===== src/sgpc_regs.vh =====
`ifndef SGPC_REGS_VH
`define SGPC_REGS_VH
// ==========================================================
// register byte offsets
`define SGPC_CFG_OFS 8'h00
`define SGPC_CMD_OFS 8'h04
`define SGPC_TCLOSE_OFS 8'h08
`define SGPC_TOPEN_OFS 8'h0C
`define SGPC_THOLD_OFS 8'h10
`define SGPC_ILOCK_OFS 8'h14
`define SGPC_TRIPSRC_OFS 8'h18
`define SGPC_BO0_OFS 8'h1C
`define SGPC_BO1_OFS 8'h20
`define SGPC_STATUS_OFS 8'h24
// ==========================================================
// configuration fields
`define SGPC_CFG_BREAK 0
`define SGPC_CFG_CTRL 1
`define SGPC_CFG_VISIBLE 2
`define SGPC_CFG_LATCH 3
`define SGPC_CFG_EARTH 4
`define SGPC_CFG_RESET 5'h05
// command fields (write-only pulses)
`define SGPC_CMD_CLOSE 0
`define SGPC_CMD_OPEN 1
// interlock enable fields
`define SGPC_ILK_CLOSE_LSB 0
`define SGPC_ILK_OPEN_LSB 4
`define SGPC_ILK_EXTC 8
`define SGPC_ILK_EXTO 9
// status fields
`define SGPC_ST_READY 2
`define SGPC_ST_WDRAWN 3
`define SGPC_ST_DISTURB 4
`define SGPC_ST_TRIP 5
`define SGPC_ST_CREJ 6
`define SGPC_ST_OREJ 7
// ==========================================================
// position codes
`define SGPC_POS_INDET 2'h0
`define SGPC_POS_OPEN 2'h1
`define SGPC_POS_CLOSED 2'h2
`define SGPC_POS_DISTURB 2'h3
// output relay source codes
`define SGPC_SRC_NONE 3'h0
`define SGPC_SRC_CLOSE 3'h1
`define SGPC_SRC_OPEN 3'h2
`define SGPC_SRC_TRIP 3'h3
// ==========================================================
// timing: times in ms, clock in kHz, counts derived
`define SGPC_CLK_KHZ 40000
`define SGPC_TRAVEL_MS 100
`define SGPC_HOLD_MS 200
`define SGPC_TRAVEL_CYC (`SGPC_TRAVEL_MS * `SGPC_CLK_KHZ)
`define SGPC_HOLD_CYC (`SGPC_HOLD_MS * `SGPC_CLK_KHZ)
`endif


===== src/sgpc_timer.v =====
`timescale 1ns/100ps
`default_nettype none
// ==========================================================
// supervision timer: counts while run is high
module sgpc_timer #(
  parameter W = 24
) (
  input wire mclk_i,
  input wire arst_n_i,
  input wire run_i,
  input wire [W-1:0] limit_i,
  output reg expired_o
);
  reg [W-1:0] cnt; // cycles spent running

  // restart whenever run drops, flag once limit reached
  always @(posedge mclk_i or negedge arst_n_i) begin
    if (!arst_n_i) begin
      cnt <= {W{1'b0}};
      expired_o <= 1'b0;
    end else if (!run_i) begin
      cnt <= {W{1'b0}};
      expired_o <= 1'b0;
    end else if (cnt >= limit_i) begin
      // hold the flag until run drops
      expired_o <= 1'b1;
    end else begin
      cnt <= cnt + {{(W-1){1'b0}}, 1'b1};
    end
  end
endmodule // sgpc_timer
`default_nettype wire


===== src/sgpc_any_of.v =====
`timescale 1ns/100ps
`default_nettype none
// ==========================================================
// masked or of assignable signals
module sgpc_any_of #(
  parameter N = 3
) (
  input wire [N-1:0] sig_i,
  input wire [N-1:0] en_i,
  output wire any_o
);
  // only assigned signals take part
  assign any_o = |(sig_i & en_i);
endmodule // sgpc_any_of
`default_nettype wire


===== src/sgpc_switchgear_position_control.v =====
// The APB register port and the register offsets were decided locally.
`include "sgpc_regs.vh"
`timescale 1ns/100ps
`default_nettype none
module sgpc_switchgear_position_control #(
  parameter NTRIP = 8,
  parameter TW = 24,
  parameter [TW-1:0] TRAVEL_RESET = `SGPC_TRAVEL_CYC,
  parameter [TW-1:0] HOLD_RESET = `SGPC_HOLD_CYC
) (
  input wire mclk_i,
  input wire arst_n_i,
  // apb slave
  input wire psel_i,
  input wire penable_i,
  input wire pwrite_i,
  input wire [7:0] paddr_i,
  input wire [31:0] pwdata_i,
  output reg [31:0] prdata_o,
  output reg pready_o,
  output reg pslverr_o,
  // switchgear contacts
  input wire aux_close_i,
  input wire aux_open_i,
  input wire ready_i,
  input wire withdrawn_i,
  // relay-side signals
  input wire external_close_request_i,
  input wire external_open_request_i,
  input wire [2:0] close_interlock_i,
  input wire [2:0] open_interlock_i,
  input wire [NTRIP-1:0] trip_source_i,
  input wire trip_acknowledge_i,
  // results
  output reg [1:0] position_o,
  output reg earthed_o,
  output reg ready_o,
  output reg withdrawn_o,
  output reg disturbed_o,
  output reg close_cmd_o,
  output reg open_cmd_o,
  output reg trip_cmd_o,
  output reg [1:0] bo_o
);
  // ==========================================================
  // registers
  reg [4:0] cfg; // break, controlled, visible, latch, earth
  reg [TW-1:0] t_close; // close travel limit in cycles
  reg [TW-1:0] t_open; // open travel limit in cycles
  reg [TW-1:0] trip_hold_time; // minimum trip hold in cycles
  reg [9:0] ilock_en; // interlock and external enables
  reg [NTRIP-1:0] trip_en; // trip source assignment
  reg [20:0] bo_sel0; // seven 3-bit slots, output 0
  reg [20:0] bo_sel1; // seven 3-bit slots, output 1
  reg disturb_flag; // sticky supervision flag
  reg close_rej; // sticky refused close
  reg open_rej; // sticky refused open
  reg [1:0] cmd_pulse; // panel commands from software
  // ==========================================================
  // bus decode
  wire wr_en = psel_i & penable_i & pready_o & pwrite_i;
  wire wr_cfg = wr_en & (paddr_i == `SGPC_CFG_OFS);
  wire wr_cmd = wr_en & (paddr_i == `SGPC_CMD_OFS);
  wire wr_st = wr_en & (paddr_i == `SGPC_STATUS_OFS);
  reg [31:0] next_rdata; // read mux result
  reg next_err; // unmapped address
  // ==========================================================
  // contact decode and supervision
  wire break_cap = cfg[`SGPC_CFG_BREAK];
  wire controlled = cfg[`SGPC_CFG_CTRL];
  wire both_on = aux_close_i & aux_open_i;
  wire both_off = ~aux_close_i & ~aux_open_i;
  reg last_closed; // last stable position was closed
  wire close_exp; // close travel overrun
  wire open_exp; // open travel overrun
  reg [1:0] next_pos; // decoded position code
  // state of command sequencer
  localparam ST_IDLE = 2'd0;
  localparam ST_CLOSING = 2'd1;
  localparam ST_OPENING = 2'd2;
  reg [1:0] state; // current sequencer state
  reg [1:0] next_state; // next sequencer state
  // ==========================================================
  // travel timers
  // heading to closed when last known open, or commanded so
  wire to_close = (state == ST_CLOSING) | (state == ST_IDLE & ~last_closed);
  wire moving = both_off | (state != ST_IDLE);
  sgpc_timer #(.W(TW)) u_close_tmr (
    .mclk_i(mclk_i),
    .arst_n_i(arst_n_i),
    .run_i(moving & to_close),
    .limit_i(t_close),
    .expired_o(close_exp)
  );
  sgpc_timer #(.W(TW)) u_open_tmr (
    .mclk_i(mclk_i),
    .arst_n_i(arst_n_i),
    .run_i(moving & ~to_close),
    .limit_i(t_open),
    .expired_o(open_exp)
  );
  wire travel_exp = close_exp | open_exp;
  // position code from the two contacts
  always @* begin
    if (both_on)
      next_pos = `SGPC_POS_DISTURB;
    else if (aux_close_i)
      next_pos = `SGPC_POS_CLOSED;
    else if (aux_open_i)
      next_pos = `SGPC_POS_OPEN;
    else if (travel_exp)
      next_pos = `SGPC_POS_DISTURB;
    else
      next_pos = `SGPC_POS_INDET;
  end
  // ==========================================================
  // interlocks and command requests
  wire close_lock; // any enabled close interlock
  wire open_lock; // any enabled open interlock
  sgpc_any_of #(.N(3)) u_close_ilk (
    .sig_i(close_interlock_i),
    .en_i(ilock_en[2:0]),
    .any_o(close_lock)
  );
  sgpc_any_of #(.N(3)) u_open_ilk (
    .sig_i(open_interlock_i),
    .en_i(ilock_en[6:4]),
    .any_o(open_lock)
  );
  wire panel_ok = cfg[`SGPC_CFG_VISIBLE];
  wire req_close = (cmd_pulse[0] & panel_ok) |
    (external_close_request_i & ilock_en[`SGPC_ILK_EXTC]);
  wire req_open = (cmd_pulse[1] & panel_ok) |
    (external_open_request_i & ilock_en[`SGPC_ILK_EXTO]);
  // only a controlled switchgear takes commands
  wire take_close = controlled & req_close & ~close_lock;
  wire take_open = controlled & req_open & ~open_lock;
  // refusals seen while controlled
  wire rej_close = controlled & req_close & close_lock;
  wire rej_open = controlled & req_open & open_lock;
  // sequencer: one movement at a time
  always @* begin
    next_state = state;
    case (state)
      ST_IDLE: begin
        // open wins over close when both asked
        if (take_open)
          next_state = ST_OPENING;
        else if (take_close)
          next_state = ST_CLOSING;
      end
      ST_CLOSING: begin
        // end on arrival, travel overrun or loss of control
        if (next_pos == `SGPC_POS_CLOSED || close_exp || !controlled)
          next_state = ST_IDLE;
      end
      ST_OPENING: begin
        if (next_pos == `SGPC_POS_OPEN || open_exp || !controlled)
          next_state = ST_IDLE;
      end
      default: next_state = ST_IDLE;
    endcase
  end
  // ==========================================================
  // trip manager
  wire trip_any; // any assigned trip source
  sgpc_any_of #(.N(NTRIP)) u_trip_src (
    .sig_i(trip_source_i),
    .en_i(trip_en),
    .any_o(trip_any)
  );
  wire trip_in = trip_any & break_cap;
  reg trip_in_d; // previous trip input
  reg ack_d; // previous acknowledge
  reg ack_seen; // acknowledge arrived in this trip
  wire hold_done; // minimum hold elapsed
  sgpc_timer #(.W(TW)) u_hold_tmr (
    .mclk_i(mclk_i),
    .arst_n_i(arst_n_i),
    .run_i(trip_cmd_o),
    .limit_i(trip_hold_time),
    .expired_o(hold_done)
  );
  wire ack_rise = trip_acknowledge_i & ~ack_d;
  wire release_ok = ~cfg[`SGPC_CFG_LATCH] | ack_seen | ack_rise;
  wire trip_end = hold_done & ~trip_in & release_ok;
  // ==========================================================
  // output relay assignment
  wire [7:0] src_vec; // selectable sources by code
  assign src_vec = {disturbed_o, ready_o, aux_open_i, aux_close_i,
    trip_cmd_o, open_cmd_o, close_cmd_o, 1'b0};
  wire [41:0] bo_sel = {bo_sel1, bo_sel0};
  wire [13:0] slot_hit; // per slot source value
  genvar g;
  generate
    for (g = 0; g < 14; g = g + 1) begin : g_slot
      assign slot_hit[g] = src_vec[bo_sel[3*g+2:3*g]];
    end
  endgenerate
  // ==========================================================
  // read mux
  always @* begin
    next_rdata = 32'h00000000;
    next_err = 1'b0;
    case (paddr_i)
      `SGPC_CFG_OFS: next_rdata[4:0] = cfg;
      `SGPC_CMD_OFS: next_rdata = 32'h00000000;
      `SGPC_TCLOSE_OFS: next_rdata[TW-1:0] = t_close;
      `SGPC_TOPEN_OFS: next_rdata[TW-1:0] = t_open;
      `SGPC_THOLD_OFS: next_rdata[TW-1:0] = trip_hold_time;
      `SGPC_ILOCK_OFS: next_rdata[9:0] = ilock_en;
      `SGPC_TRIPSRC_OFS: next_rdata[NTRIP-1:0] = trip_en;
      `SGPC_BO0_OFS: next_rdata[20:0] = bo_sel0;
      `SGPC_BO1_OFS: next_rdata[20:0] = bo_sel1;
      `SGPC_STATUS_OFS: next_rdata[7:0] = {open_rej, close_rej,
        trip_cmd_o, disturb_flag, withdrawn_o, ready_o, position_o};
      // unmapped: zero data and error
      default: next_err = 1'b1;
    endcase
  end
  // ==========================================================
  // apb answer: pready registered, zero wait states
  always @(posedge mclk_i or negedge arst_n_i) begin
    if (!arst_n_i) begin
      pready_o <= 1'b0;
      pslverr_o <= 1'b0;
      prdata_o <= 32'h00000000;
    end else begin
      // answer in the access cycle after setup
      pready_o <= psel_i & ~penable_i;
      pslverr_o <= psel_i & ~penable_i & next_err;
      if (psel_i & ~penable_i & ~pwrite_i)
        prdata_o <= next_rdata;
    end
  end
  // ==========================================================
  // software-written configuration
  always @(posedge mclk_i or negedge arst_n_i) begin
    if (!arst_n_i) begin
      cfg <= `SGPC_CFG_RESET;
      t_close <= TRAVEL_RESET;
      t_open <= TRAVEL_RESET;
      trip_hold_time <= HOLD_RESET;
      ilock_en <= 10'h000;
      trip_en <= {NTRIP{1'b0}};
      bo_sel0 <= 21'h000000;
      bo_sel1 <= 21'h000000;
    end else if (wr_en) begin
      case (paddr_i)
        `SGPC_CFG_OFS: cfg <= pwdata_i[4:0];
        `SGPC_TCLOSE_OFS: t_close <= pwdata_i[TW-1:0];
        `SGPC_TOPEN_OFS: t_open <= pwdata_i[TW-1:0];
        `SGPC_THOLD_OFS: trip_hold_time <= pwdata_i[TW-1:0];
        `SGPC_ILOCK_OFS: ilock_en <= pwdata_i[9:0];
        `SGPC_TRIPSRC_OFS: trip_en <= pwdata_i[NTRIP-1:0];
        `SGPC_BO0_OFS: bo_sel0 <= pwdata_i[20:0];
        `SGPC_BO1_OFS: bo_sel1 <= pwdata_i[20:0];
        // other offsets hold no configuration state
        default: cfg <= cfg;
      endcase
    end
  end
  // ==========================================================
  // panel command pulses and sticky flags
  always @(posedge mclk_i or negedge arst_n_i) begin
    if (!arst_n_i) begin
      cmd_pulse <= 2'b00;
      disturb_flag <= 1'b0;
      close_rej <= 1'b0;
      open_rej <= 1'b0;
    end else begin
      // one-cycle command from a write
      cmd_pulse <= wr_cmd ? pwdata_i[1:0] : 2'b00;
      if (next_pos == `SGPC_POS_DISTURB)
        disturb_flag <= 1'b1;
      else if (wr_st & pwdata_i[`SGPC_ST_DISTURB])
        disturb_flag <= 1'b0;
      // refusal flags, write one to clear
      if (rej_close)
        close_rej <= 1'b1;
      else if (wr_st & pwdata_i[`SGPC_ST_CREJ])
        close_rej <= 1'b0;
      if (rej_open)
        open_rej <= 1'b1;
      else if (wr_st & pwdata_i[`SGPC_ST_OREJ])
        open_rej <= 1'b0;
    end
  end
  // ==========================================================
  // position, indications, commands
  always @(posedge mclk_i or negedge arst_n_i) begin
    if (!arst_n_i) begin
      position_o <= `SGPC_POS_INDET;
      earthed_o <= 1'b0;
      ready_o <= 1'b0;
      withdrawn_o <= 1'b0;
      disturbed_o <= 1'b0;
      last_closed <= 1'b0;
      state <= ST_IDLE;
      close_cmd_o <= 1'b0;
      open_cmd_o <= 1'b0;
    end else begin
      position_o <= next_pos;
      // closed contact read as earth contact
      earthed_o <= cfg[`SGPC_CFG_EARTH] & aux_close_i & ~aux_open_i;
      ready_o <= ready_i;
      withdrawn_o <= withdrawn_i;
      disturbed_o <= next_pos == `SGPC_POS_DISTURB;
      // remember direction of the next movement
      if (next_pos == `SGPC_POS_CLOSED)
        last_closed <= 1'b1;
      else if (next_pos == `SGPC_POS_OPEN)
        last_closed <= 1'b0;
      state <= next_state;
      close_cmd_o <= next_state == ST_CLOSING;
      open_cmd_o <= next_state == ST_OPENING;
    end
  end
  // ==========================================================
  // trip command and output relays
  always @(posedge mclk_i or negedge arst_n_i) begin
    if (!arst_n_i) begin
      trip_in_d <= 1'b0;
      ack_d <= 1'b0;
      ack_seen <= 1'b0;
      trip_cmd_o <= 1'b0;
      bo_o <= 2'b00;
    end else begin
      trip_in_d <= trip_in;
      ack_d <= trip_acknowledge_i;
      if (trip_in & ~trip_in_d)
        trip_cmd_o <= 1'b1;
      else if (trip_cmd_o & trip_end)
        trip_cmd_o <= 1'b0;
      if (!trip_cmd_o || trip_end)
        ack_seen <= 1'b0;
      else if (ack_rise)
        ack_seen <= 1'b1;
      // each output ors its seven slots
      bo_o[0] <= |slot_hit[6:0];
      bo_o[1] <= |slot_hit[13:7];
    end
  end
endmodule // sgpc_switchgear_position_control
`default_nettype wire


===== config.mk =====
export PLATFORM = sky130hd
export DESIGN_NAME = sgpc_switchgear_position_control
export DESIGN_NICKNAME = d
export VERILOG_FILES = /design/src/sgpc_timer.v /design/src/sgpc_any_of.v /design/src/sgpc_switchgear_position_control.v
export VERILOG_INCLUDE_DIRS = /design/src
export SDC_FILE = /design/constraint.sdc
export NUM_CORES = 1
export LEC_CHECK = 0
export BUFFER_PORTS_ARGS = -buffer_cell sky130_fd_sc_hd__buf_2
export CORE_ASPECT_RATIO = 1.1
export CORE_MARGIN = 4
export CORE_UTILIZATION = 55
export DETAILED_ROUTE_END_ITERATION = 8
export GPL_ROUTABILITY_DRIVEN = 0
export PLACE_DENSITY = 0.77
export SETUP_SLACK_MARGIN = 0.15
export SYNTH_ARGS = -nofsm -noshare
export SYNTH_HDL_FRONTEND = slang
export SYNTH_HIERARCHICAL = 1
export SYNTH_SLANG_ARGS = --single-unit

===== constraint.sdc =====
create_clock -name mclk_i -period 2.6 [get_ports mclk_i]
set_clock_uncertainty 0.15 [all_clocks]
set_input_delay 0.26 -clock mclk_i [delete_from_list [all_inputs] [get_ports mclk_i]]
set_output_delay 0.26 -clock mclk_i [all_outputs]
set_load 0.02 [all_outputs]

== Yosys cells after proc, flatten, opt, wreduce, memory -nomap -nowiden ==
Cells that the tools add are included.
Operators by class
  bitwise operators: 56
  multiplexer cells: 68
  reduce and logical (&&, ||, !) cells: 30
  $lt $le $gt $ge: 17
  add/sub/neg operators: 3
  equality and inequality tests: 22
Operators with widths (number)
  $mux 24: 6
  $add 24x1->24 const B: 3
  $ge 24x24->1: 3
  $lt 3x4->1 const B: 14
  $pmux 11 s5: 1
  $pmux 5 s9: 1
  $bmux 1 s3: 14
  $and 1x1->1: 34
  $mux 1: 33
  $eq 8x5->1 const B: 4
  $pmux 3 s8: 1
  $mux 2: 9
  $eq 8x4->1 const B: 2
  $eq 8x6->1 const B: 2
  $reduce_and 2->1: 8
  $reduce_bool 2->1: 7
  $reduce_or 7->1: 2
  $not 1->1: 12
  $pmux 2 s6: 1
  $ne 2x2->1 const B: 5
  $reduce_or 10->1: 1
  $pmux 3 s3: 1
  $and 8x8->8: 1
  $eq 2x2->1 const B: 4
  12 further kinds: 27
Storage, ports and cells
  logic and storage cells: 231
  output and inout bits: 45
  register bits: 260
  input port bits: 66

== Depth between registers and ports, before layout ==
Gate-level depths: netlist of run 1.
  depth after elaboration: 11
  gate-level depth with buffers: 11
  gate-level depth less buffers: 8

== Cells and area by module ==
Netlist of run 1, hierarchy kept.
Modules (own cells, without submodules)
  sgpc_switchgear_position_control: cells each 770, area each 9486.6 um2, instances 1, sequential area each 4658.2 um2
  sgpc_timer at u_close_tmr ...: cells each 241, area each 2055.7 um2, instances 2, sequential area each 625.6 um2
  sgpc_timer at u_open_tmr: cells each 232, area each 1994.4 um2, instances 1, sequential area each 625.6 um2
  sgpc_any_of at u_trip_src: cells each 5, area each 36.3 um2, instances 1, sequential area each 0.0 um2
  sgpc_any_of at u_close_ilk ...: cells each 2, area each 13.8 um2, instances 2, sequential area each 0.0 um2

== Least setup slack after synthesis of run 1 ==
No wires, ideal clock.
  path kind: register to register
  from: register t_open[19]
  to: register u_open_tmr.cnt[15]
  period minus slack after synthesis: 2.435 ns
  cell stages (with the launch flop): 10
  required time: 2.372 ns
  setup time: 0.078 ns
  buffers on the path: 1
  path slack: 0.165 ns
  arrival: 2.207 ns
  cells stage by stage: dfstp_2 -> inv_1 -> ha_1 -> nand4_1 -> nor4_4 -> a221oi_2 -> o211ai_2 -> buf_6 -> or4_1 -> a21oi_1
On the way
  word-level cells in the longest chain between the ends: 2
Ends and longest elaborated chain
  start, declared: line sgpc_switchgear_position_control.v:49  | reg [TW-1:0] t_open;
  start signal, assigned: line sgpc_switchgear_position_control.v:252  | `SGPC_TOPEN_OFS: t_open <= pwdata_i[TW-1:0];
  $ge 24x24->1: line sgpc_timer.v:24  | end else if (cnt >= limit_i) begin
  $ne 2x2->1 (no source line)
  end signal, assigned: line sgpc_timer.v:19  | cnt <= {W{1'b0}};
  end signal, assigned: line sgpc_timer.v:22  | cnt <= {W{1'b0}};
  end signal, assigned: line sgpc_timer.v:28  | cnt <= cnt + {{(W-1){1'b0}}, 1'b1};
  end, declared: line sgpc_timer.v:14  | reg [W-1:0] cnt;
Every way passes these cells.
A chain may end at the register's enable or synchronous reset.

== Worst setup path in the final report of run 1 ==
  from: register u_close_tmr.cnt[9]
  to: register u_close_tmr.cnt[21]
On the way
  word-level cells in the longest chain between the ends: 3
  elaborated cells between the ends (all ways): 5
  classes of those cells: add/sub (1); order compare (1); eq/ne (1); mux (2)
Ends and longest elaborated chain
  start, declared: line sgpc_timer.v:14
  start signal, assigned: line sgpc_timer.v:19
  start signal, assigned: line sgpc_timer.v:22
  start signal, assigned: line sgpc_timer.v:28
  $add 24x1->24: line sgpc_timer.v:28
  $mux 24: line sgpc_timer.v:24
  $mux 24: line sgpc_timer.v:21  | end else if (!run_i) begin
Parallel ways exist; a longest one is shown, timed or not. The select of a mux whose other input is x is not followed.

==> results of run 1 <==
-- power breakdown --
group	switching, mW	internal, mW	leakage [nW]
Clock	1.80	2.47	0.470
Combinational	0.526	0.352	4.63
Sequential	0.0380	4.08	3.52
Total	2.36	6.90	8.62
-- registers in the layout (all words and copies together), names as in the netlist, 2 cells and up --
name and flops:
trip_hold_time 24, u_hold_tmr/cnt 24, cmd_pulse 2, prdata_o 24, trip_en 8, cfg 5
ilock_en 10, u_close_tmr/cnt 24, position_o 2, bo_sel0 21, bo_sel1 21, bo_o 2
state 2, u_open_tmr/cnt 24, t_open 24, t_close 24
-- Yosys cell counts, types with 9 or more instances --
library cell,number,area [µm²]
sky130_fd_sc_hd__mux2_1,27,304
sky130_fd_sc_hd__nor2_1,51,191
sky130_fd_sc_hd__buf_2,22,110
sky130_fd_sc_hd__mux2i_1,56,561
sky130_fd_sc_hd__or4_1,39,293
sky130_fd_sc_hd__nand2_1,127,477
sky130_fd_sc_hd__nor3_1,12,60.1
sky130_fd_sc_hd__o21ai_1,23,115
sky130_fd_sc_hd__a21oi_1,108,541
sky130_fd_sc_hd__nor4_1,9,56.3
sky130_fd_sc_hd__mux4_2,16,360
sky130_fd_sc_hd__and3_1,13,81.3
sky130_fd_sc_hd__o31ai_1,42,315
sky130_fd_sc_hd__nand4_1,21,131
sky130_fd_sc_hd__a22oi_1,18,135
sky130_fd_sc_hd__buf_6,13,146
sky130_fd_sc_hd__dfstp_2,23,604
sky130_fd_sc_hd__mux2_2,102,1150
sky130_fd_sc_hd__ha_1,79,988
sky130_fd_sc_hd__buf_4,19,143
sky130_fd_sc_hd__nand3_1,65,325
sky130_fd_sc_hd__a22o_1,9,78.8
sky130_fd_sc_hd__inv_1,89,334
sky130_fd_sc_hd__a222oi_1,11,110
sky130_fd_sc_hd__or3_1,13,81.3
sky130_fd_sc_hd__dfrtp_1,237,5930
sky130_fd_sc_hd__o21ai_0,51,255
sky130_fd_sc_hd__mux2_4,20,300
sky130_fd_sc_hd__nand2b_1,13,81.3
sky130_fd_sc_hd__clkbuf_1,27,101
-- worst max-delay path, stage by stage (launching register included) --
cell and delay (ns):
sky130_fd_sc_hd__dfrtp_1 0.49, sky130_fd_sc_hd__ha_1 0.36, sky130_fd_sc_hd__a21oi_1 0.24, sky130_fd_sc_hd__o21ai_1 0.14
sky130_fd_sc_hd__a22oi_2 0.31, sky130_fd_sc_hd__nand3_4 0.16, sky130_fd_sc_hd__buf_12 0.16, sky130_fd_sc_hd__buf_16 0.14
sky130_fd_sc_hd__or4_4 0.48, sky130_fd_sc_hd__a21oi_2 0.17
-- through the flow --
step	instances	cell area [µm²]	util, %	TNS, ns	setup WS (ns)
final	2091	20400	72.8	-7.92	-0.318
after global routing	2091	20400	72.8	-11.05	-0.300
after CTS	2070	19400	69.5	-0.00632	-0.00632
after detailed placement	1922	16600	59.5	-0.372	-0.0747
after global placement	1922	16600	59.5	0	0.0225
after floorplan	1500	15700	-	0	0.165
-- layer usage --
layer,share of wire (%),up-vias,GRT usage (%)
li1,-,5927,-
met1,35,7076,37.8
met2,49,1045,53.6
met3,8.4,372,5.08
met4,7.9,0,17.3
met5,0,-,0
-- cell type report --
cell class	instances	share of cell area, %
timing repair buffer	265	12.8
inverter	91	1.68
sequential	260	32.1
clock buffer	40	3.97
multi-input combinational	1058	46.4
clock inverter	14	0.805
tap	363	2.23
-- cells by family after synthesis --
group | synth area share (%)
AOI/OAI and AO/OA | 13.1
xor gates and xnor gates | 0.0560
adders and majority gates | 6.31
buffers and inverters | 5.78
DFF | 41.7
muxes | 17.1
other | 0.0240
and+or+nand+nor | 15.9
-- worst min-delay path by stage --
stage                                    to  slack [ns]  cells after the start
after global routing              close_rej        0.01                      3
after floorplan                       ack_d       -0.19                      0
after detailed placement  u_open_tmr/cnt[1]        0.17                      1
after global placement        position_o[0]        0.17                      1
after CTS                         close_rej      0.0002                      3
final                             close_rej        0.01                      3
-- what timing repair did --
action | 4_1_cts | 5_1_grt
cloned | 18 | 7
setup buffers | 41 | 14
pin swaps | 100 | 83
hold endpoints to repair | 216 | 0
hold buffers | 35 | 0
endpoints found under the setup margin | 68 | 77
gates resized for setup | 124 | 149
==> report_table.html, run 1 <==
<table>
<tr><th>Metric</th><th>Value</th></tr>
<tr><th colspan="2">Critical path</th></tr>
<tr><td>Worst path required time</td><td>2.91 ns</td></tr>
<tr><td>Termination of the worst setup path</td><td>u_close_tmr/cnt[21]</td></tr>
<tr><td>Critical register-to-register path endpoint</td><td>u_close_tmr/cnt[21]</td></tr>
<tr><td>Reg2Reg Setup Slack</td><td>-0.32 ns</td></tr>
<tr><td>Worst setup SP type</td><td>flop</td></tr>
<tr><td>Critical setup path kind</td><td>flop to flop</td></tr>
<tr><td>CP Launch Point</td><td>u_close_tmr/cnt[9]</td></tr>
<tr><td>Startpoint of the worst register-to-register path</td><td>u_close_tmr/cnt[9]</td></tr>
<tr><td>Maximum fanout encountered on the critical timing path</td><td>10</td></tr>
<tr><td>Worst Reg2Reg Path Length in Cells</td><td>9</td></tr>
<tr><td>Worst EP arrival</td><td>3.23 ns</td></tr>
<tr><td>Endpoint type of the worst setup path</td><td>flop</td></tr>
<tr><th colspan="2">Drt</th></tr>
<tr><td>Total iterations of the first detailed-routing run</td><td>5</td></tr>
<tr><td>Routed wire length per instance</td><td>26.5 µm</td></tr>
<tr><td>Iteration-0 DRC count of the detailed router</td><td>1589</td></tr>
<tr><td>Via density per instance</td><td>6.90</td></tr>
<tr><td>Remaining number of nets flagged by the antenna check after routing</td><td>0</td></tr>
<tr><td>Overall via count from detail_route</td><td>14400</td></tr>
<tr><td>Wirelength, routed</td><td>55500 µm</td></tr>
<tr><td>DRC viols</td><td>0</td></tr>
<tr><th colspan="2">Global routing</th></tr>
<tr><td>Antenna violations before repair</td><td>0</td></tr>
<tr><td>Pin count of the biggest net entering global routing</td><td>83</td></tr>
<tr><td>GRT Util Overall</td><td>31.3%</td></tr>
<tr><td>GRT overflow</td><td>0</td></tr>
<tr><td>Number of global-route vias before repair</td><td>14300</td></tr>
<tr><td>Global-route wire length before repair</td><td>78100 µm</td></tr>
<tr><th colspan="2">CTS</th></tr>
<tr><td>Number of levels in the clock H-tree</td><td>1</td></tr>
<tr><td>Clock-pin slew reported for the worst setup and hold paths after clock tree synthesis</td><td>0.07 ns</td></tr>
<tr><td>Buffer cell driving the clock tree root</td><td>sky130_fd_sc_hd__clkbuf_16</td></tr>
<tr><td>Number of buffers on the longest clock path</td><td>3</td></tr>
<tr><td>Number of buffers added by the clock tree synthesis step</td><td>29</td></tr>
<tr><td>Clock insertion delay at the later pin of the skew report</td><td>0.57 ns</td></tr>
<tr><td>CTS tree</td><td>done</td></tr>
<tr><td>Clock sinks</td><td>260</td></tr>
<tr><th colspan="2">Final layout</th></tr>
<tr><td>Commonest cells after routing, fill and taps aside</td><td>sky130_fd_sc_hd__dfrtp_1, sky130_fd_sc_hd__nand2_1, sky130_fd_sc_hd__mux2_2</td></tr>
<tr><td>Filler instances</td><td>1734</td></tr>
<tr><td>Most common cell after layout, fill and taps aside</td><td>sky130_fd_sc_hd__dfrtp_1</td></tr>
<tr><td>Diodes inserted</td><td>0</td></tr>
<tr><td>Proportion of layout cells with a drive suffix above 1</td><td>39.6%</td></tr>
<tr><td>Area overhead of the layout relative to synthesis</td><td>30.0%</td></tr>
<tr><td>Sequential standard cell area</td><td>6540 µm²</td></tr>
<tr><td>Final net count</td><td>1850</td></tr>
<tr><td>Multi-input gate area</td><td>9440 µm²</td></tr>
<tr><th colspan="2">STA</th></tr>
<tr><td>Fin. max-slew vios</td><td>0</td></tr>
<tr><td>Peak clock frequency supported by timing</td><td>0.343 GHz</td></tr>
<tr><td>Period Utilization, post-route</td><td>112%</td></tr>
<tr><td>Hold Slack</td><td>0.0109 ns</td></tr>
<tr><td>Final count of negative-setup-slack endpoints</td><td>65</td></tr>
<tr><td>Slack of the critical path</td><td>-0.318 ns</td></tr>
<tr><td>Worst-margin pin slew</td><td>0.912 ns</td></tr>
<tr><td>Final Critical Period</td><td>2.92 ns</td></tr>
<tr><td>Worst-case headroom to the max-slew limit</td><td>38.8%</td></tr>
<tr><td>Hold Vio Cnt, Final</td><td>0</td></tr>
<tr><td>Unrepaired setup endpoints after global routing</td><td>yes</td></tr>
<tr><th colspan="2">Yosys</th></tr>
<tr><td>Average cell area after synthesis</td><td>10.5 µm²</td></tr>
<tr><td>Post-synth top flop</td><td>sky130_fd_sc_hd__dfrtp_1</td></tr>
<tr><td>Share of the yosys chip area belonging to registers</td><td>41.7%</td></tr>
<tr><td>Area of the mapped netlist</td><td>15700 µm²</td></tr>
<tr><td>Async SR Flop Fraction</td><td>100%</td></tr>
<tr><td>Count of synthesis-stage warnings from yosys</td><td>6</td></tr>
<tr><td>Distinct cells, synth</td><td>78</td></tr>
<tr><td>Number of enable-type register cells in the synthesized netlist</td><td>0</td></tr>
<tr><td>Synthesized flop and latch total</td><td>260</td></tr>
<tr><td>Cells after synthesis</td><td>1493</td></tr>
<tr><th colspan="2">Placed design</th></tr>
<tr><td>Port-buffer cells</td><td>94</td></tr>
<tr><td>Half-perimeter wire length of the detailed placement result</td><td>31600 µm</td></tr>
<tr><th colspan="2">Floorplan</th></tr>
<tr><td>Initial Util</td><td>56.0%</td></tr>
<tr><td>Die Ht</td><td>185 µm</td></tr>
<tr><td>Std-Cell Core Area</td><td>27900 µm²</td></tr>
<tr><td>Die outline width</td><td>169 µm</td></tr>
<tr><td>Placement row count</td><td>64</td></tr>
<tr><td>Top-Level Pins</td><td>111</td></tr>
<tr><td>Overall die area</td><td>31200 µm²</td></tr>
<tr><th colspan="2">Outcome</th></tr>
<tr><td>Status</td><td>complete, but fails checks</td></tr>
<tr><td>Violations in the final reports</td><td>negative setup slack</td></tr>
<tr><th colspan="2">Power</th></tr>
<tr><td>Worst-case vdd ir drop</td><td>478 µV</td></tr>
<tr><td>Leakage Power</td><td>8.62 nW</td></tr>
<tr><td>Pwr Density</td><td>455 nW/µm²</td></tr>
<tr><td>Overall power of the completed layout</td><td>9.26 mW</td></tr>
<tr><th colspan="2">Flow run</th></tr>
<tr><td>Number of maximum-capacitance constraint violations</td><td>0</td></tr>
<tr><th colspan="2">Min path</th></tr>
<tr><td>Worst Hold Launch</td><td>external_close_request_i</td></tr>
<tr><td>Path type of the worst min-delay path</td><td>primary input to flop</td></tr>
</table>
Note: power is estimated with default switching activity, not from simulation.
==> inputs of run 2 (changes only) <==
--- a/config.mk
+++ b/config.mk
@@ -9,10 +9,10 @@
 export BUFFER_PORTS_ARGS = -buffer_cell sky130_fd_sc_hd__buf_2
 export CORE_ASPECT_RATIO = 1.1
 export CORE_MARGIN = 4
-export CORE_UTILIZATION = 55
+export CORE_UTILIZATION = 45
+export CTS_BUF_LIST = sky130_fd_sc_hd__clkbuf_8
 export DETAILED_ROUTE_END_ITERATION = 8
 export GPL_ROUTABILITY_DRIVEN = 0
-export PLACE_DENSITY = 0.77
 export SETUP_SLACK_MARGIN = 0.15
 export SYNTH_ARGS = -nofsm -noshare
 export SYNTH_HDL_FRONTEND = slang
==> run 2 against run 1 <==
  * The flow still finishes with violations (negative setup slack)
  * Critical path type unchanged
  * Combinational power decreased by 6.8%
  * Register-to-register slack improved by 0.25 ns
  * Sequential cell count unchanged
  * Die area increased by 21%
  * Non-clock buffer count decreased by 4
  * Core utilization decreased by 14 points
  * First-iteration DRC count decreased by 45%
  * Via count decreased by 10%
  * Critical path depth increased by 3
  * Routed wire length decreased by 13%
  * Sequential share of layout area increased by 0.40 points
==> report_table.html, run 2 (synthesized netlist as in run 1, its figures left out) <==
<table>
<tr><th>Metric</th><th>Value</th></tr>
<tr><th colspan="2">STA</th></tr>
<tr><td>Period Utilization, post-route</td><td>102%</td></tr>
<tr><td>Hold Slack</td><td>0.0374 ns</td></tr>
<tr><td>Final count of negative-setup-slack endpoints</td><td>20</td></tr>
<tr><td>Unrepaired setup endpoints after global routing</td><td>yes</td></tr>
<tr><td>Setup_tns</td><td>-0.466 ns</td></tr>
<tr><td>Worst-margin pin slew</td><td>0.816 ns</td></tr>
<tr><td>Peak clock frequency supported by timing</td><td>0.375 GHz</td></tr>
<tr><td>Fin. max-slew vios</td><td>0</td></tr>
<tr><td>Worst-case headroom to the max-slew limit</td><td>45.2%</td></tr>
<tr><td>Final Critical Period</td><td>2.66 ns</td></tr>
<tr><td>Slack of the critical path</td><td>-0.0647 ns</td></tr>
<tr><td>Hold Vio Cnt, Final</td><td>0</td></tr>
<tr><th colspan="2">Power</th></tr>
<tr><td>Share of power burned in registers</td><td>45.0%</td></tr>
<tr><td>Switching power summed over all nets</td><td>2.35 mW</td></tr>
<tr><td>Net Sw Frac</td><td>25.8%</td></tr>
<tr><td>Part of the total power dissipated in combinational logic</td><td>9.0%</td></tr>
<tr><td>Pwr Density</td><td>454 nW/µm²</td></tr>
<tr><td>Power share of the clock group</td><td>46.0%</td></tr>
<tr><td>P_int</td><td>6.78 mW</td></tr>
<tr><td>Worst-case vdd ir drop</td><td>466 µV</td></tr>
<tr><td>Leakage Power</td><td>8.61 nW</td></tr>
<tr><th colspan="2">Critical path</th></tr>
<tr><td>Worst Reg2Reg Path Length in Cells</td><td>12</td></tr>
<tr><td>Critical register-to-register path endpoint</td><td>u_close_tmr/cnt[10]</td></tr>
<tr><td>Maximum fanout encountered on the critical timing path</td><td>8</td></tr>
<tr><td>Critical setup path kind</td><td>flop to flop</td></tr>
<tr><td>Startpoint of the worst register-to-register path</td><td>t_close[20]</td></tr>
<tr><td>Worst setup SP type</td><td>flop</td></tr>
<tr><td>Reg2Reg Setup Slack</td><td>-0.06 ns</td></tr>
<tr><td>Termination of the worst setup path</td><td>u_close_tmr/cnt[10]</td></tr>
<tr><td>Worst EP arrival</td><td>3.03 ns</td></tr>
<tr><td>Endpoint type of the worst setup path</td><td>flop</td></tr>
<tr><td>CP Launch Point</td><td>t_close[20]</td></tr>
<tr><td>Worst path required time</td><td>2.96 ns</td></tr>
<tr><th colspan="2">CTS</th></tr>
<tr><td>Number of buffers added by the clock tree synthesis step</td><td>47</td></tr>
<tr><td>Clock insertion delay at the later pin of the skew report</td><td>0.62 ns</td></tr>
<tr><td>Clock sinks</td><td>260</td></tr>
<tr><td>CTS tree</td><td>done</td></tr>
<tr><td>Number of levels in the clock H-tree</td><td>2</td></tr>
<tr><td>Buffer cell driving the clock tree root</td><td>sky130_fd_sc_hd__clkbuf_8</td></tr>
<tr><td>Clock-pin slew reported for the worst setup and hold paths after clock tree synthesis</td><td>0.06 ns</td></tr>
<tr><td>Number of buffers on the longest clock path</td><td>3</td></tr>
<tr><th colspan="2">Drt</th></tr>
<tr><td>Overall via count from detail_route</td><td>13000</td></tr>
<tr><td>Wirelength, routed</td><td>48400 µm</td></tr>
<tr><td>Routed wire length per instance</td><td>22.0 µm</td></tr>
<tr><td>Total iterations of the first detailed-routing run</td><td>5</td></tr>
<tr><td>Remaining number of nets flagged by the antenna check after routing</td><td>0</td></tr>
<tr><td>Iteration-0 DRC count of the detailed router</td><td>877</td></tr>
<tr><td>DRC viols</td><td>0</td></tr>
<tr><td>Via density per instance</td><td>5.91</td></tr>
<tr><th colspan="2">Final layout</th></tr>
<tr><td>Most common cell after layout, fill and taps aside</td><td>sky130_fd_sc_hd__dfrtp_1</td></tr>
<tr><td>Layout Utilization</td><td>58.6%</td></tr>
<tr><td>Diodes inserted</td><td>0</td></tr>
<tr><td>Area overhead of the layout relative to synthesis</td><td>28.4%</td></tr>
<tr><td>Multi-input gate area</td><td>9190 µm²</td></tr>
<tr><td>Final net count</td><td>1864</td></tr>
<tr><td>Commonest cells after routing, fill and taps aside</td><td>sky130_fd_sc_hd__dfrtp_1, sky130_fd_sc_hd__nand2_1, sky130_fd_sc_hd__mux2_2</td></tr>
<tr><td>Proportion of layout cells with a drive suffix above 1</td><td>37.9%</td></tr>
<tr><td>Filler instances</td><td>2872</td></tr>
<tr><td>Sequential standard cell area</td><td>6540 µm²</td></tr>
<tr><th colspan="2">Global routing</th></tr>
<tr><td>GRT overflow</td><td>0</td></tr>
<tr><td>Pin count of the biggest net entering global routing</td><td>64</td></tr>
<tr><td>Global-route wire length before repair</td><td>74000 µm</td></tr>
<tr><td>Antenna violations before repair</td><td>0</td></tr>
<tr><td>Number of global-route vias before repair</td><td>13100</td></tr>
<tr><td>GRT Util Overall</td><td>25.0%</td></tr>
<tr><th colspan="2">Placed design</th></tr>
<tr><td>Port-buffer cells</td><td>94</td></tr>
<tr><td>Pre-CTS setup slack</td><td>-0.00274 ns</td></tr>
<tr><td>Half-perimeter wire length of the detailed placement result</td><td>33200 µm</td></tr>
<tr><th colspan="2">Floorplan</th></tr>
<tr><td>Placement row count</td><td>71</td></tr>
<tr><td>Overall die area</td><td>37800 µm²</td></tr>
<tr><td>Die outline width</td><td>186 µm</td></tr>
<tr><td>Die Ht</td><td>204 µm</td></tr>
<tr><td>Initial Util</td><td>45.7%</td></tr>
<tr><td>Top-Level Pins</td><td>111</td></tr>
<tr><td>Std-Cell Core Area</td><td>34300 µm²</td></tr>
<tr><th colspan="2">Min path</th></tr>
<tr><td>Path type of the worst min-delay path</td><td>primary input to asynchronous set/reset pin</td></tr>
<tr><th colspan="2">Outcome</th></tr>
<tr><td>Status</td><td>complete, but fails checks</td></tr>
<tr><td>Violations in the final reports</td><td>negative setup slack</td></tr>
<tr><th colspan="2">Flow run</th></tr>
<tr><td>Number of maximum-capacitance constraint violations</td><td>0</td></tr>
</table>
-- run 2: cell types whose count changed in the layout (fill, tap and decap cells not counted), sizes merged --
cell	before	now
bufbuf	0	1
dlygate4sd3	35	40
bufinv	3	2
buf	224	214
clkbuf	46	69
inv	91	103
-- run 2: worst min path at each step --
stage | start | to | slack, ns | cells past startpoint
2_1_floorplan | arst_n_i | ack_d | -0.19 | 0
5_1_grt | paddr_i[6] | prdata_o[0] | 0.04 | 4
3_5_place_dp | arst_n_i | u_close_tmr/cnt[3] | 0.09 | 1
4_1_cts | close_interlock_i[1] | state[0] | 0.01 | 6
3_3_place_gp | arst_n_i | u_open_tmr/cnt[7] | 0.1 | 1
6_report | arst_n_i | u_open_tmr/cnt[10] | 0.04 | 2
-- run 2: timing repair --
action | in CTS | in global routing
endpoints found under the setup margin | 66 | 74
setup buffers | 32 | 8
pin swaps | 67 | 73
hold endpoints to repair | 372 | 0
gates cloned | 12 | 7
gates resized for setup | 103 | 110
hold buffers | 40 | 0
-- run 2: critical path, stage by stage (launching register included) --
cell,delay [ns]
sky130_fd_sc_hd__dfstp_2,0.54
sky130_fd_sc_hd__inv_2,0.05
sky130_fd_sc_hd__ha_4,0.26
sky130_fd_sc_hd__nand4_4,0.12
sky130_fd_sc_hd__nor4_4,0.32
sky130_fd_sc_hd__buf_4,0.16
sky130_fd_sc_hd__buf_6,0.09
sky130_fd_sc_hd__and4_4,0.28
sky130_fd_sc_hd__buf_12,0.12
sky130_fd_sc_hd__buf_12,0.09
sky130_fd_sc_hd__buf_16,0.14
sky130_fd_sc_hd__nor4_2,0.06
sky130_fd_sc_hd__o21a_1,0.18
-- run 2: stage by stage --
step / instance area [µm²] / std cells / total power, mW
after detailed placement: 16800 / 2009 / 4.77
after global routing: 20100 / 2196 / 9.47
final: 20100 / 2196 / 9.13
after floorplan: 15700 / 1500 / 4.47
after global placement: 16800 / 2009 / 4.76
after CTS: 19400 / 2181 / 9.15
-- run 2: cell type report --
type,instances,area share [%]
Multi-Input combinational cell,1058,45.7
Sequential cell,260,32.5
Timing Repair Buffer,261,12.2
Clock buffer,63,4.31
Tap cell,438,2.73
Inverter,91,1.70
Clock inverter,25,0.822
-- run 2: power by group through the flow --
stage	Combinational (mW)	Sequential [mW]	Clock [mW]
finish	0.818	4.11	4.20
floorplan	0.286	4.18	0
global placement	0.583	4.18	0
CTS	0.745	4.11	4.30
global route	0.876	4.11	4.48
detailed placement	0.589	4.18	0
-- run 2: layer usage --
metal	global-route usage, %	vias up	share of wire, %
li1	-	5965	-
met1	32.8	6508	42
met2	41.7	386	50
met3	4.30	111	5.0
met4	8.75	0	3.6
met5	0	-	0
